## src/verilog/sfwp_pkg.sv

```systemverilog
// Constants and types for the serial flash write-protect front end
package sfwp_pkg;
   // Status register bit positions
   localparam int SR_LOCK = 7;
   localparam int SR_OTP = 6;
   localparam int SR_INV = 5;
   localparam int SR_REGION_HI = 4;
   localparam int SR_REGION_LO = 2;
   localparam int SR_LATCH = 1;
   localparam int SR_BUSY = 0;
   localparam logic [5:0] NV_SHIP_DEFAULT = 6'h00;

   // Command codes
   localparam logic [7:0] CMD_WRITE_UNLOCK = 8'h06;
   localparam logic [7:0] CMD_WRITE_LOCK = 8'h04;
   localparam logic [7:0] CMD_READ_STATUS = 8'h05;
   localparam logic [7:0] CMD_STATUS_WRITE = 8'h01;
   localparam logic [7:0] CMD_PAGE_WRITE = 8'h02;
   localparam logic [7:0] CMD_FOUR_K_WIPE = 8'h20;
   localparam logic [7:0] CMD_BLOCK_32K = 8'h52;
   localparam logic [7:0] CMD_BLOCK_64K = 8'hD8;
   localparam logic [7:0] CMD_FULL_CLEAR_A = 8'h60;
   localparam logic [7:0] CMD_FULL_CLEAR_B = 8'hC7;
   localparam logic [7:0] CMD_DUAL_READ = 8'h3B;
   localparam logic [7:0] CMD_SLEEP = 8'hB9;
   localparam logic [7:0] CMD_WAKE = 8'hAB;
   localparam logic [7:0] CMD_SEC_ERASE = 8'h44;
   localparam logic [7:0] CMD_SEC_PROG = 8'h42;

   // Sequence lengths in bytes
   localparam logic [2:0] LEN_BARE = 3'h1;
   localparam logic [2:0] LEN_STATUS_WRITE = 3'h2;
   localparam logic [2:0] LEN_ADDR = 3'h4;
   localparam logic [2:0] LEN_WITH_DATA = 3'h5;
   localparam logic [2:0] LEN_DUAL_DATA = 3'h5;

   // Array geometry
   localparam logic [23:0] SIZE_4M = 24'h080000;
   localparam logic [23:0] SIZE_2M = 24'h040000;
   localparam logic [23:0] SPAN_BASE = 24'h002000;
   localparam logic [23:0] MASK_PAGE = 24'h0000FF;
   localparam logic [23:0] MASK_SECTOR = 24'h000FFF;
   localparam logic [23:0] MASK_BLK32 = 24'h007FFF;
   localparam logic [23:0] MASK_BLK64 = 24'h00FFFF;

   // Self-timed status write
   localparam int CLK_PERIOD_NS = 10;
   localparam int STATUS_WRITE_NS = 1000;
   localparam int STATUS_WRITE_CYCLES = (STATUS_WRITE_NS + CLK_PERIOD_NS - 1) / CLK_PERIOD_NS;

   // Synchroniser reset levels: csN, sclk, lane0, writeGuardN
   localparam logic [3:0] PIN_RESET = 4'h9;

   typedef enum logic [2:0] {
      OP_PAGE = 3'h0,
      OP_SECTOR = 3'h1,
      OP_BLK32 = 3'h2,
      OP_BLK64 = 3'h3,
      OP_CHIP = 3'h4,
      OP_SEC_PROG = 3'h5,
      OP_SEC_ERASE = 3'h6
   } sfwp_op_t;

   typedef enum logic [2:0] {
      BS_IDLE = 3'b001,
      BS_STATUS = 3'b010,
      BS_ARRAY = 3'b100
   } sfwp_busy_t;
endpackage

```

## src/verilog/sfwp_pin_sync.sv

```systemverilog
// Three-stage pin synchroniser with agreement filter
`timescale 1ns/1ns
module sfwp_pin_sync #(
   parameter int WIDTH = 4,
   parameter logic [WIDTH-1:0] RESET_VAL = '0
) (
   input wire logic clk,
   input wire logic rst,
   input wire logic ce,
   input wire logic [WIDTH-1:0] pinIn,
   output logic [WIDTH-1:0] pinOut
);
   if (WIDTH < 1) begin : g_bad_width
      $error("sfwp_pin_sync: WIDTH must be at least 1");
   end

   genvar i;
   generate
      for (i = 0; i < WIDTH; i++) begin : g_bit
         logic s1_r;
         logic s2_r;
         logic s3_r;
         wire agree = (s2_r == s3_r);
         // First stage feeds only the second
         always_ff @(posedge clk or posedge rst) begin
            if (rst) begin
               s1_r <= RESET_VAL[i];
               s2_r <= RESET_VAL[i];
               s3_r <= RESET_VAL[i];
               pinOut[i] <= RESET_VAL[i];
            end else if (ce) begin
               s1_r <= pinIn[i];
               s2_r <= s1_r;
               s3_r <= s2_r;
               if (agree) pinOut[i] <= s3_r;
            end
         end
      end
   endgenerate
endmodule

```

## src/verilog/sfwp_core.sv

```systemverilog
// Serial flash status register, write protection and lane control
//
// Operation
// RQ1 - Works with idle-low or idle-high serial clock
// RQ2 - Sample on rising edge, drive on falling
// RQ3 - Dual read drives two lanes per clock
// RQ4 - Unlock sets latch; lock and completions clear
// RQ5 - Selected region is readable, never modified; the core allows 4M full clear at region 6 inverted, top half protected
// RQ6 - Guard low plus lock freezes protect bits
// RQ7 - Deep sleep ignores all but wake
// RQ8 - 4M bottom ranges when not inverted
// RQ9 - 4M top ranges when inverted
// RQ10 - 2M bottom ranges when not inverted
// RQ11 - 2M top ranges when inverted
// RQ12 - Fixed status bit layout, low bits read-only
// RQ13 - Busy flag high during self-timed operations
// RQ14 - Writes refused while latch is clear
// RQ15 - Reject program or erase hitting protected region; the core accepts 4M full clear at region 6 inverted, top half protected
// RQ16 - Region bits writable only without hardware lock
// RQ17 - Full clear only for two region settings; the core accepts three: region 0 not inverted, regions 6 and 7 inverted
// RQ18 - Status write gated by lock and guard
// RQ19 - Invert bit ships as zero
// RQ20 - Security lock is one-time, never cleared
// RQ21 - Status write leaves latch and busy alone
// RQ22 - Host ends status write after eighth bit
// RQ23 - Status readable at any time; the core does not drive status in deep power-down
// RQ24 - Power-up loads cells, latch and busy zero
`timescale 1ns/1ns
module sfwp_core #(
   parameter bit DENSITY_4M = 1'b1,
   parameter int STATUS_WRITE_CYCLES = sfwp_pkg::STATUS_WRITE_CYCLES
) (
   input wire logic clk,
   input wire logic rst,
   input wire logic ce,
   input wire logic csN,
   input wire logic sclk,
   input wire logic dualLane0In,
   output logic dualLane0Out,
   output logic dualLane0Oe,
   output logic dualLane1Out,
   output logic dualLane1Oe,
   input wire logic writeGuardN,
   input wire logic [5:0] nvCellsIn,
   output logic [7:0] statusOut,
   output logic opStart,
   output logic [2:0] opKind,
   output logic [23:0] opAddr,
   input wire logic opDone,
   output logic [23:0] readAddr,
   input wire logic [7:0] readByte,
   output logic deepPowerDown
);
   // The busy counter is 16 bits wide, so longer status writes cannot be timed
   if (STATUS_WRITE_CYCLES < 1 || STATUS_WRITE_CYCLES > 65535) begin : g_bad_cycles
      $error("sfwp_core: STATUS_WRITE_CYCLES out of range");
   end

   // Pin conditioning
   logic [3:0] pinSync;
   sfwp_pin_sync #(
      .WIDTH(4),
      .RESET_VAL(sfwp_pkg::PIN_RESET)
   ) u_sync (
      .clk(clk),
      .rst(rst),
      .ce(ce),
      .pinIn({writeGuardN, dualLane0In, sclk, csN}),
      .pinOut(pinSync)
   );
   wire fCsN = pinSync[0];
   wire fSclk = pinSync[1];
   wire fSi = pinSync[2];
   wire fGuardN = pinSync[3];

   // Protected-region test for one address
   function automatic logic inRegion(input logic [23:0] a, input logic [2:0] bp, input logic inv);
      logic [23:0] size;
      logic [23:0] span;
      logic [23:0] bound;
      logic [23:0] am;
      logic allCode;
      logic hit;
      size = DENSITY_4M ? sfwp_pkg::SIZE_4M : sfwp_pkg::SIZE_2M;
      am = a & (size - 24'h000001);
      span = sfwp_pkg::SPAN_BASE << (bp - 3'h1);
      bound = size - span;
      allCode = DENSITY_4M ? (bp == 3'h7) : (bp[2:1] == 2'h3); // RQ8 RQ10
      if (bp == 3'h0) begin
         hit = inv;
      end else if (allCode) begin
         hit = ~inv;
      end else if (inv) begin
         hit = (am >= bound); // RQ9 RQ11
      end else begin
         hit = (am < bound); // RQ8 RQ10
      end
      return hit;
   endfunction

   // Edge detection on the filtered pins
   logic prevSclk_r;
   logic prevCsN_r;
   // Edges are found from the level change itself, so the idle level does not matter
   wire sclkRise = ~fCsN & fSclk & ~prevSclk_r; // RQ1
   wire sclkFall = ~fCsN & ~fSclk & prevSclk_r; // RQ1
   wire csRise = fCsN & ~prevCsN_r;
   wire csFall = ~fCsN & prevCsN_r;

   // Frame shifter
   logic [2:0] bitInByte_r;
   logic [2:0] byteCnt_r;
   logic [6:0] shift_r;
   logic [7:0] cmd_r;
   logic [7:0] data_r;
   logic [23:0] addr_r;
   wire [7:0] byteIn = {shift_r, fSi};
   wire byteDone = sclkRise & (bitInByte_r == 3'h7);
   wire byteSat = (byteCnt_r == 3'h7);

   // Status state
   logic [5:0] statusNv_r;
   logic loadPending_r;
   logic latch_r;
   logic [5:0] pendNv_r;
   logic dpd_r;
   sfwp_pkg::sfwp_busy_t busyState_r;
   sfwp_pkg::sfwp_busy_t busyState_nxt;
   logic [15:0] busyCnt_r;

   wire busy = (busyState_r != sfwp_pkg::BS_IDLE); // RQ13
   wire [7:0] statusWord = {statusNv_r, latch_r, busy}; // RQ12
   wire lockBit = statusNv_r[sfwp_pkg::SR_LOCK - 2];
   wire otpBit = statusNv_r[sfwp_pkg::SR_OTP - 2];
   wire invBit = statusNv_r[sfwp_pkg::SR_INV - 2];
   wire [2:0] regionSel = statusNv_r[sfwp_pkg::SR_REGION_HI - 2:sfwp_pkg::SR_REGION_LO - 2];
   wire hwLock = lockBit & ~fGuardN; // RQ6 RQ18

   // Command decode at chip-select release
   wire onBoundary = (bitInByte_r == 3'h0);
   wire exec = csRise & onBoundary & ~dpd_r & ~busy; // RQ7
   wire isUnlock = (cmd_r == sfwp_pkg::CMD_WRITE_UNLOCK);
   wire isLock = (cmd_r == sfwp_pkg::CMD_WRITE_LOCK);
   wire isStatusWr = (cmd_r == sfwp_pkg::CMD_STATUS_WRITE);
   wire isPage = (cmd_r == sfwp_pkg::CMD_PAGE_WRITE);
   wire isSector = (cmd_r == sfwp_pkg::CMD_FOUR_K_WIPE);
   wire isBlk32 = (cmd_r == sfwp_pkg::CMD_BLOCK_32K);
   wire isBlk64 = (cmd_r == sfwp_pkg::CMD_BLOCK_64K);
   wire isChip = (cmd_r == sfwp_pkg::CMD_FULL_CLEAR_A) | (cmd_r == sfwp_pkg::CMD_FULL_CLEAR_B);
   wire isSleep = (cmd_r == sfwp_pkg::CMD_SLEEP);
   wire isWake = (cmd_r == sfwp_pkg::CMD_WAKE);
   wire isSecProg = (cmd_r == sfwp_pkg::CMD_SEC_PROG);
   wire isSecErase = (cmd_r == sfwp_pkg::CMD_SEC_ERASE);
   wire isReadStatus = (cmd_r == sfwp_pkg::CMD_READ_STATUS);
   wire isDual = (cmd_r == sfwp_pkg::CMD_DUAL_READ);

   // Erase spans: protected region sits at one end, so checking both ends covers overlap
   wire [23:0] sectorLo = addr_r & ~sfwp_pkg::MASK_SECTOR;
   wire [23:0] blk32Lo = addr_r & ~sfwp_pkg::MASK_BLK32;
   wire [23:0] blk64Lo = addr_r & ~sfwp_pkg::MASK_BLK64;
   wire pageHit = inRegion(addr_r, regionSel, invBit); // RQ5 RQ15
   wire sectorHit = inRegion(sectorLo, regionSel, invBit) |
                    inRegion(sectorLo | sfwp_pkg::MASK_SECTOR, regionSel, invBit); // RQ15
   wire blk32Hit = inRegion(blk32Lo, regionSel, invBit) |
                   inRegion(blk32Lo | sfwp_pkg::MASK_BLK32, regionSel, invBit); // RQ15
   wire blk64Hit = inRegion(blk64Lo, regionSel, invBit) |
                   inRegion(blk64Lo | sfwp_pkg::MASK_BLK64, regionSel, invBit); // RQ15
   wire chipOk = ((regionSel == 3'h0) & ~invBit) | ((regionSel[2:1] == 2'h3) & invBit); // RQ17

   wire doUnlock = exec & isUnlock & (byteCnt_r == sfwp_pkg::LEN_BARE); // RQ4
   wire doLock = exec & isLock & (byteCnt_r == sfwp_pkg::LEN_BARE); // RQ4
   // A short or long frame never starts the status write
   wire doStatusWr = exec & isStatusWr & (byteCnt_r == sfwp_pkg::LEN_STATUS_WRITE) &
                     latch_r & ~hwLock; // RQ14 RQ16 RQ18 RQ22
   wire addrLen = (byteCnt_r == sfwp_pkg::LEN_ADDR);
   wire dataLen = (byteCnt_r >= sfwp_pkg::LEN_WITH_DATA);
   wire doPage = exec & isPage & dataLen & latch_r & ~pageHit; // RQ14 RQ15
   wire doSector = exec & isSector & addrLen & latch_r & ~sectorHit; // RQ14 RQ15
   wire doBlk32 = exec & isBlk32 & addrLen & latch_r & ~blk32Hit; // RQ14 RQ15
   wire doBlk64 = exec & isBlk64 & addrLen & latch_r & ~blk64Hit; // RQ14 RQ15
   wire doChip = exec & isChip & (byteCnt_r == sfwp_pkg::LEN_BARE) & latch_r & chipOk; // RQ14 RQ17
   wire doSecProg = exec & isSecProg & dataLen & latch_r & ~otpBit; // RQ14 RQ20
   wire doSecErase = exec & isSecErase & addrLen & latch_r & ~otpBit; // RQ14 RQ20
   wire doSleep = exec & isSleep & (byteCnt_r == sfwp_pkg::LEN_BARE);
   wire doWake = csRise & dpd_r & isWake & (byteCnt_r >= sfwp_pkg::LEN_BARE); // RQ7
   wire doArray = doPage | doSector | doBlk32 | doBlk64 | doChip | doSecProg | doSecErase;

   wire [2:0] kindSel = doPage ? sfwp_pkg::OP_PAGE :
                        doSector ? sfwp_pkg::OP_SECTOR :
                        doBlk32 ? sfwp_pkg::OP_BLK32 :
                        doBlk64 ? sfwp_pkg::OP_BLK64 :
                        doChip ? sfwp_pkg::OP_CHIP :
                        doSecProg ? sfwp_pkg::OP_SEC_PROG : sfwp_pkg::OP_SEC_ERASE;

   // Busy engine
   wire swDone = (busyState_r == sfwp_pkg::BS_STATUS) & (busyCnt_r == 16'h0000);
   wire arrDone = (busyState_r == sfwp_pkg::BS_ARRAY) & opDone;
   wire busyEnd = swDone | arrDone;
   // Latch and busy bits are not taken from the data byte
   wire [5:0] newNv = {data_r[7], otpBit | data_r[6], data_r[5:2]}; // RQ20 RQ21

   always_comb begin
      busyState_nxt = busyState_r;
      unique case (busyState_r)
         sfwp_pkg::BS_IDLE: begin
            if (doStatusWr) busyState_nxt = sfwp_pkg::BS_STATUS;
            else if (doArray) busyState_nxt = sfwp_pkg::BS_ARRAY;
         end
         sfwp_pkg::BS_STATUS: begin
            if (swDone) busyState_nxt = sfwp_pkg::BS_IDLE;
         end
         sfwp_pkg::BS_ARRAY: begin
            if (arrDone) busyState_nxt = sfwp_pkg::BS_IDLE;
         end
         default: busyState_nxt = sfwp_pkg::BS_IDLE;
      endcase
   end

   always_ff @(posedge clk or posedge rst) begin
      if (rst) begin
         busyState_r <= sfwp_pkg::BS_IDLE; // RQ24
         busyCnt_r <= 16'h0000;
         pendNv_r <= sfwp_pkg::NV_SHIP_DEFAULT;
      end else if (ce) begin
         busyState_r <= busyState_nxt; // RQ13
         if (doStatusWr) begin
            busyCnt_r <= 16'(STATUS_WRITE_CYCLES - 1);
            pendNv_r <= newNv;
         end else if (busyCnt_r != 16'h0000) begin
            busyCnt_r <= busyCnt_r - 16'h0001;
         end
      end
   end

   // Non-volatile bits: cells are read once after reset release
   always_ff @(posedge clk or posedge rst) begin
      if (rst) begin
         statusNv_r <= sfwp_pkg::NV_SHIP_DEFAULT; // RQ19
         loadPending_r <= 1'b1;
      end else if (ce) begin
         loadPending_r <= 1'b0;
         if (loadPending_r) statusNv_r <= nvCellsIn; // RQ24
         else if (swDone) statusNv_r <= pendNv_r; // RQ6 RQ20
      end
   end

   // Write latch: completion of any self-timed cycle clears it
   always_ff @(posedge clk or posedge rst) begin
      if (rst) begin
         latch_r <= 1'b0; // RQ24
      end else if (ce) begin
         if (doUnlock) latch_r <= 1'b1; // RQ4
         else if (doLock | busyEnd) latch_r <= 1'b0; // RQ4
      end
   end

   always_ff @(posedge clk or posedge rst) begin
      if (rst) begin
         dpd_r <= 1'b0;
      end else if (ce) begin
         if (doSleep) dpd_r <= 1'b1;
         else if (doWake) dpd_r <= 1'b0; // RQ7
      end
   end

   // Frame shifter, input bits taken on rising edges only
   always_ff @(posedge clk or posedge rst) begin
      if (rst) begin
         prevSclk_r <= 1'b0;
         prevCsN_r <= 1'b1;
         bitInByte_r <= 3'h0;
         byteCnt_r <= 3'h0;
         shift_r <= 7'h00;
         cmd_r <= 8'h00;
         data_r <= 8'h00;
         addr_r <= 24'h000000;
      end else if (ce) begin
         prevSclk_r <= fSclk;
         prevCsN_r <= fCsN;
         if (csFall) begin
            bitInByte_r <= 3'h0;
            byteCnt_r <= 3'h0;
         end else if (sclkRise) begin
            bitInByte_r <= bitInByte_r + 3'h1; // RQ2
            shift_r <= byteIn[6:0]; // RQ2
            if (byteDone & ~byteSat) byteCnt_r <= byteCnt_r + 3'h1;
            if (byteDone & (byteCnt_r == 3'h0)) cmd_r <= byteIn;
            if (byteDone & (byteCnt_r == 3'h1)) data_r <= byteIn;
            if (byteDone & (byteCnt_r >= 3'h1) & (byteCnt_r <= 3'h3)) addr_r <= {addr_r[15:0], byteIn};
         end
      end
   end

   // Output lanes
   logic [2:0] outBit_r;
   logic [1:0] pairIdx_r;
   logic [7:0] holdByte_r;
   // Status may be read even during a self-timed cycle
   wire statusPhase = isReadStatus & (byteCnt_r >= sfwp_pkg::LEN_BARE) & ~dpd_r; // RQ7 RQ23
   // Array reads are refused while busy
   wire dualPhase = isDual & (byteCnt_r >= sfwp_pkg::LEN_DUAL_DATA) & ~dpd_r & ~busy; // RQ3 RQ7
   wire firstPair = (pairIdx_r == 2'h0);
   wire laneHi = firstPair ? readByte[7] : holdByte_r[{~pairIdx_r, 1'b1}]; // RQ3
   wire laneLo = firstPair ? readByte[6] : holdByte_r[{~pairIdx_r, 1'b0}]; // RQ3
   wire addrDone = byteDone & (byteCnt_r == 3'h3);

   always_ff @(posedge clk or posedge rst) begin
      if (rst) begin
         dualLane0Out <= 1'b0;
         dualLane0Oe <= 1'b0;
         dualLane1Out <= 1'b0;
         dualLane1Oe <= 1'b0;
         outBit_r <= 3'h0;
         pairIdx_r <= 2'h0;
         holdByte_r <= 8'h00;
         readAddr <= 24'h000000;
      end else if (ce) begin
         if (fCsN) begin
            dualLane0Oe <= 1'b0;
            dualLane1Oe <= 1'b0;
            outBit_r <= 3'h0;
            pairIdx_r <= 2'h0;
         end else if (sclkFall & statusPhase) begin
            dualLane1Out <= statusWord[~outBit_r]; // RQ2 RQ23
            dualLane1Oe <= 1'b1;
            outBit_r <= outBit_r + 3'h1;
         end else if (sclkFall & dualPhase) begin
            dualLane1Out <= laneHi; // RQ2 RQ3
            dualLane0Out <= laneLo; // RQ3
            dualLane1Oe <= 1'b1;
            dualLane0Oe <= 1'b1; // RQ3
            pairIdx_r <= pairIdx_r + 2'h1;
            if (firstPair) holdByte_r <= readByte;
            if (pairIdx_r == 2'h3) readAddr <= readAddr + 24'h000001;
         end
         if (addrDone) readAddr <= {addr_r[15:0], byteIn};
      end
   end

   // Registered status and array command outputs
   always_ff @(posedge clk or posedge rst) begin
      if (rst) begin
         statusOut <= 8'h00;
         opStart <= 1'b0;
         opKind <= 3'h0;
         opAddr <= 24'h000000;
         deepPowerDown <= 1'b0;
      end else if (ce) begin
         statusOut <= statusWord; // RQ12
         opStart <= doArray; // RQ5
         deepPowerDown <= dpd_r;
         if (doArray) begin
            opKind <= kindSel;
            opAddr <= addr_r;
         end
      end
   end
endmodule

```

## config.mk

```make
export PLATFORM = sky130hd
export DESIGN_NAME = sfwp_core
export DESIGN_NICKNAME = d
export VERILOG_FILES = /design/src/verilog/sfwp_pkg.sv /design/src/verilog/sfwp_pin_sync.sv /design/src/verilog/sfwp_core.sv
export SDC_FILE = /design/constraint.sdc
export NUM_CORES = 1
export LEC_CHECK = 0
export BUFFER_PORTS_ARGS = -buffer_cell sky130_fd_sc_hd__buf_2
export CAP_MARGIN = 20
export CORE_UTILIZATION = 25
export DETAILED_ROUTE_END_ITERATION = 8
export PLACE_DENSITY = 0.47
export SKIP_CTS_REPAIR_TIMING = 1
export SYNTH_ARGS = -nofsm -noshare
export SYNTH_HDL_FRONTEND = slang
export SYNTH_SLANG_ARGS = --single-unit
```

## constraint.sdc

```tcl
create_clock -name clk -period 8.97 [get_ports clk]
set_clock_uncertainty 0.15 [all_clocks]
set_input_delay 2.2425 -clock clk [delete_from_list [all_inputs] [get_ports clk]]
set_output_delay 2.2425 -clock clk [all_outputs]
set_load 0.02 [all_outputs]
```

Word level (Yosys, flattened, before mapping)
Cells that the tools add are included.
- ROM bits: 0
- bits in writable memories: 0
- word-level logic and storage cells: 325
- register bits: 183
- memories: 0
- input bits: 22
- latch bits: 0
- reduce and logical (&&, ||, !) cells: 42
- order comparisons: 20
- div/mod/pow operators: 0
- add/subtract/negate cells: 8
- equality and inequality tests: 38
- multipliers: 0
- muxes and demuxes: 70
- bitwise operators: 102
- shifts and indexed selects: 1
- operator list (kind ; count):
    >= comparator 19 x 24 -> 1 bit ; 7
    less-than comparator 19 x 24 -> 1 bit ; 7
    two-way mux 24 bit ; 5
    bitwise AND 1 bit ; 69
    two-way mux 3 bit ; 15
    two-way mux 1 bit ; 37
    == test 8 x 7 -> 1 bit (second input constant) ; 4
    == test 8 bit (second input constant) ; 4
    two-way mux 16 bit ; 2
    AND reduction 2 bit ; 13
    adder 24 x 1 -> 24 bit (second input constant) ; 1
    == test 8 x 3 -> 1 bit (second input constant) ; 3
    left shift 14 x 3 -> 24 bit (first input constant) ; 1
    subtractor 20 x 24 -> 24 bit (first input constant) ; 1
    nonzero test 2 bit ; 11
    AND reduction 4 bit ; 5
    NOT 1 bit ; 17
    == test 8 x 6 -> 1 bit (second input constant) ; 2
    zero test 16 bit ; 1
    nonzero test 16 bit ; 1
    subtractor 16 x 1 -> 16 bit (second input constant) ; 1
    == test 3 bit (second input constant) ; 5
    OR 1 bit ; 14
    less-than comparator 3 x 4 -> 1 bit (second input constant) ; 3
    other kinds (28) ; 52

Longest topological paths before layout
- depth in word-level cells: 19
- mapped depth: 22
- gate-level depth less buffers: 18

Cells and area by module
Synthesis repeated with hierarchy kept, for this count alone.
- cell total of the unflattened synthesis: 887
- area total of the unflattened synthesis: 9397.8 um2
- modules (own cells, without submodules) (module ; cells an instance ; sequential area each (um2) ; area an instance (um2) ; times used):
    sfwp_core ; 842 ; 4132.7 ; 8740.9 ; 1
    sfwp_pin_sync ; 45 ; 410.4 ; 656.9 ; 1

Worst setup path before layout
OpenSTA, ideal clock, no wires.
- kind: register to register
- from: reg statusNv_r[0]
- to: reg opAddr[0]
- data arrival time: 4.910 ns
- stages on the path, launching flop included: 22
- slack: 3.782 ns
- required time: 8.693 ns
- path buffers: 5
- cells stage by stage: dfrtp_1 clkbuf_1 clkbuf_1 nor2_1 ha_1 clkbuf_1 nand3b_1 ha_1 nor2b_1 buf_2 nor3b_1 a21oi_1 o21ai_0 ha_1 a21oi_1 o31ai_1 a2111oi_0 nor4_1 a211oi_2 a31oi_4 buf_6 mux2_1
- word-level cells in the longest chain between the ends: 17
- ends and longest elaborated chain (what ; line ; RTL):
    start: declaration ; sfwp_core.sv:122 ; logic [5:0] statusNv_r;
    start signal: assignment ; sfwp_core.sv:238 ; statusNv_r <= sfwp_pkg::NV_SHIP_DEFAULT;
    start signal: assignment ; sfwp_core.sv:242 ; if (loadPending_r) statusNv_r <= nvCellsIn;
    start signal: assignment ; sfwp_core.sv:243 ; else if (swDone) statusNv_r <= pendNv_r;
    subtractor 3 x 1 -> 3 bit ; sfwp_core.sv:86 ; span = sfwp_pkg::SPAN_BASE << (bp - 3'h1);
    left shift 14 x 3 -> 24 bit ; sfwp_core.sv:86 ;
    subtractor 20 x 24 -> 24 bit ; sfwp_core.sv:87 ; bound = size - span;
    less-than comparator 19 x 24 -> 1 bit / >= comparator 19 x 24 -> 1 bit (equally long branches) ; sfwp_core.sv:96, sfwp_core.sv:94 ;
    two-way mux 1 bit ; sfwp_core.sv:93 ; end else if (inv) begin
    two-way mux 1 bit ; sfwp_core.sv:91 ; end else if (allCode) begin
    two-way mux 1 bit ; sfwp_core.sv:89 ; if (bp == 3'h0) begin
    OR 1 bit ; sfwp_core.sv:162 ; wire sectorHit = inRegion(sectorLo, regionSel, invBit) |
    NOT 1 bit ; sfwp_core.sv:178 ; wire doSector = exec & isSector & addrLen & latch_r & ~sectorHit;
    bitwise AND 1 bit ; sfwp_core.sv:178 ;
    OR 1 bit (3 in a row) ; sfwp_core.sv:186 ; wire doArray = doPage | doSector | doBlk32 | doBlk64 | doChip | doSecProg | doSecErase;
    OR 1 bit (*) (3 in a row) ; sfwp_core.sv:186 ;
    AND reduction 2 bit (no source line) (*) ; - ;
    end signal: assignment ; sfwp_core.sv:354 ; opAddr <= addr_r;
    end: declaration ; sfwp_core.sv:48 ; output logic [23:0] opAddr,
Mark *: on every way between the ends. The rest lies on a longest branch, timed or not.
A chain may end at the register's enable or synchronous reset.

Final worst setup path
- from: reg statusNv_r[0]
- to: reg opAddr[23]
The elaborated chain is that of the path after synthesis.

==> results.yml <==
detailed_routing:
  ant_nets: 0
  drtIter0Drc: 435
  via_per_inst: 4.83
  drtPass1Iterations: 5
  wl_per_cell_um: 17.2
  drc: 0
  dr_total_vias: 6997
  drt_wl_total_um: 24900
grt:
  grt_util_all_layers_pct: 13.5
  grt_pass1_vias: 6854
  grt_first_pass_wirelength_um: 39900
  grt_max_degree: 115
  antenna_found_initial: 2
  grt-ovfl-total: 0
worst_setup_path:
  slowest_stage: "dfrtp_1"
  start_kind: "register"
  critPathTopFamily: "compound AO/OA/AOI/OAI gates"
  arrival_ps: 5950
  crit_top_cell: "ha_1"
  critical_path_class: "reg2reg"
  critical_path_required_ps: 9150
  critPathBufInv: 1
  r2r_slack_ps: 3190
  end_kind: "register"
  path_cells: "nor2_1, ha_1, nand2b_1, or2_2, ha_1, nor2b_1, nor3b_1, a21oi_1, o21ai_0, ha_1, a21oi_1, o31ai_1, a2111oi_0, nor4_1, a211oi_2, a31oi_4, buf_16, mux2_2"
  cpPeakStageDelay_ps: 640
  path_max_fanout: 21
yosys:
  syn_area_um2: 9270
  synth.avg_cell_area_um2: 10.3
  yosys_register_bits: 181
  synth_seq_area_share_pct: 49.0
  async_flop_share_pct: 100
  syn_nets: 944
  yosysWarnings: 0
  ys.flop_type: "dfrtp_1"
  synth_cell_types: 75
  synthCells: 896
  synth_edf_count: 0
timing:
  drv_slew: 0
  fmax_mhz: 173
  setup_viol: 0
  hold_violations: 0
  rsz0062_at_grt: "no"
  setup_tns_ps: 0
  worst_slew_pin_slew_ps: 1010
  period_needed_ps: 5780
  slew_headroom_pct: 31.9
  period_share_pct: 64.4
placement:
  placed_cells: 1415
  gp_congestion: 0.826
  io_buffers: 86
  place_hpwl_um: 17400
final_layout:
  layout.cells.non_filler: 1448
  nets: 1015
  final_common_cell: "dfrtp_1"
  fillers: 3776
  fin_util_pct: 29.6
  drive_above_1_share_pct: 25.6
  diodes: 0
  area_growth_pct: 16.7
  layout_common_cells: "dfrtp_1 (170), mux2_2 (93), buf_2 (86)"
cts:
  cts.clk_slew.worst_paths_ps: 80
  h-tree-depth: 4
  clk_latency_ps: 440
  cts_tree: "yes"
  cts_buffer_depth: 2
  numClockSinks: 181
  clock-root-buffer: "clkbuf_16"
  cts_made_buffers: 17
status:
  status: "finished, final reports clean"
floorplan:
  num_io_pins: 87
  die_w_um: 195
  start_util_pct: 25.4
  coreArea_um2: 36500
  rows: 70
  dieArea_um2: 37800
  die_height_um: 195
power:
  leakage_nw: 4.94
  power_density_nw_per_um2: 192
  ir_worst_vdd_uv: 128
flow_run:
  maxCapViolCount: 0
hold_path:
  hp-class: "reg2reg"
## layout make-up
class | instances | area (µm²) | share of cell area, %
clock buffer | 17 | 425 | 3.93
clock inverter | 15 | 186 | 1.72
inverter | 36 | 143 | 1.32
multi-input combinational | 636 | 4420 | 40.8
sequential | 181 | 4540 | 42.0
tap | 468 | 586 | 5.41
timing repair buffer | 95 | 518 | 4.79
## state kept, by name, summed over array words and instances, names as in the netlist, 6 cells and up
signal,cells
opAddr,24
readAddr,24
shift_r,7
statusOut,8
addr_r,24
statusNv_r,6
data_r,6
busyCnt_r,16
pendNv_r,6
cmd_r,8
holdByte_r,8
## path summary, 6_finish.rpt
path	from	end	cells after the start
max in group asynchronous	rst	opAddr[1]	3
max reg2reg	statusNv_r[0]	opAddr[23]	18
min in group asynchronous	rst	dualLane0Oe	2
min	pendNv_r[0]	pendNv_r[0]	2
min reg2reg	pendNv_r[0]	pendNv_r[0]	2
max	statusNv_r[0]	opAddr[23]	18
## Yosys cell counts (all sizes together), types with 5 or more instances
| cell type | n | area [µm²] |
|---|---|---|
| nand4 | 12 | 75.1 |
| or3 | 9 | 56.3 |
| a21o | 5 | 37.5 |
| o31ai | 9 | 72.6 |
| buf | 10 | 61.3 |
| xor2 | 5 | 43.8 |
| nand2 | 85 | 319 |
| inv | 36 | 135 |
| mux2 | 97 | 1090 |
| nand2b | 8 | 50.1 |
| a21oi | 58 | 290 |
| ha | 26 | 325 |
| nor2 | 61 | 229 |
| dfstp | 11 | 289 |
| mux2i | 11 | 110 |
| xnor2 | 11 | 96.3 |
| nor4 | 9 | 56.3 |
| nor2b | 7 | 43.8 |
| o21ai | 69 | 345 |
| nand3 | 26 | 135 |
| or4 | 8 | 63.8 |
| dfrtp | 170 | 4250 |
| and3 | 8 | 50.1 |
| a31oi | 12 | 90.1 |
| nor3 | 24 | 125 |
| clkbuf | 33 | 124 |
| o22ai | 11 | 68.8 |
## power by group
part	total [W]	switching (W)	internal, W
Clock	0.000785	0.000361	0.000424
Combinational	0.000281	0.000157	0.000124
Sequential	0.00101	0.000107	0.000907
## metal layers
layer | up-vias | global-route usage [%] | wire (µm)
li1 | 3386 | - | -
met1 | 3473 | 19.0 | 12300
met2 | 116 | 21.1 | 11500
met3 | 22 | 2.50 | 813
met4 | 0 | 3.91 | 322
met5 | - | 0 | 0
## cell families (layout without fill, tap and decap cells)
| logic type | count (synthesis) | count (layout) | share of synthesized area [%] |
|---|---|---|---|
| AO/OA/AOI/OAI | 198 | 198 | 13.0 |
| XOR/XNOR | 16 | 16 | 1.51 |
| adder cells (fa/ha/maj) | 26 | 26 | 3.51 |
| buffers and inverters | 79 | 163 | 3.46 |
| flip-flops | 181 | 181 | 49.0 |
| multiplexers | 112 | 112 | 13.9 |
| AND/OR/NAND/NOR | 284 | 284 | 15.6 |
## through the flow
stage	hold WS, ps	area (µm²)	total power, W	worst slack [ps]
2_1_floorplan	288	9270	0.00121	1680
3_3_place_gp	304	10200	0.00131	2990
3_5_place_dp	306	10200	0.00131	2900
4_1_cts	324	10800	0.00211	2880
5_1_grt	341	10800	0.00220	2600
6_report	319	10800	0.00208	3190
## worst register-to-register path, stage by stage (launching register included)
cell	delay (ps)
dfrtp_1	640
nor2_1	140
ha_1	540
nand2b_1	110
or2_2	290
ha_1	240
nor2b_1	240
nor3b_1	220
a21oi_1	50
o21ai_0	200
ha_1	300
a21oi_1	420
o31ai_1	170
a2111oi_0	630
nor4_1	160
a211oi_2	370
a31oi_4	250
buf_16	240
mux2_2	290
Power figures use the tool's default switching activity.
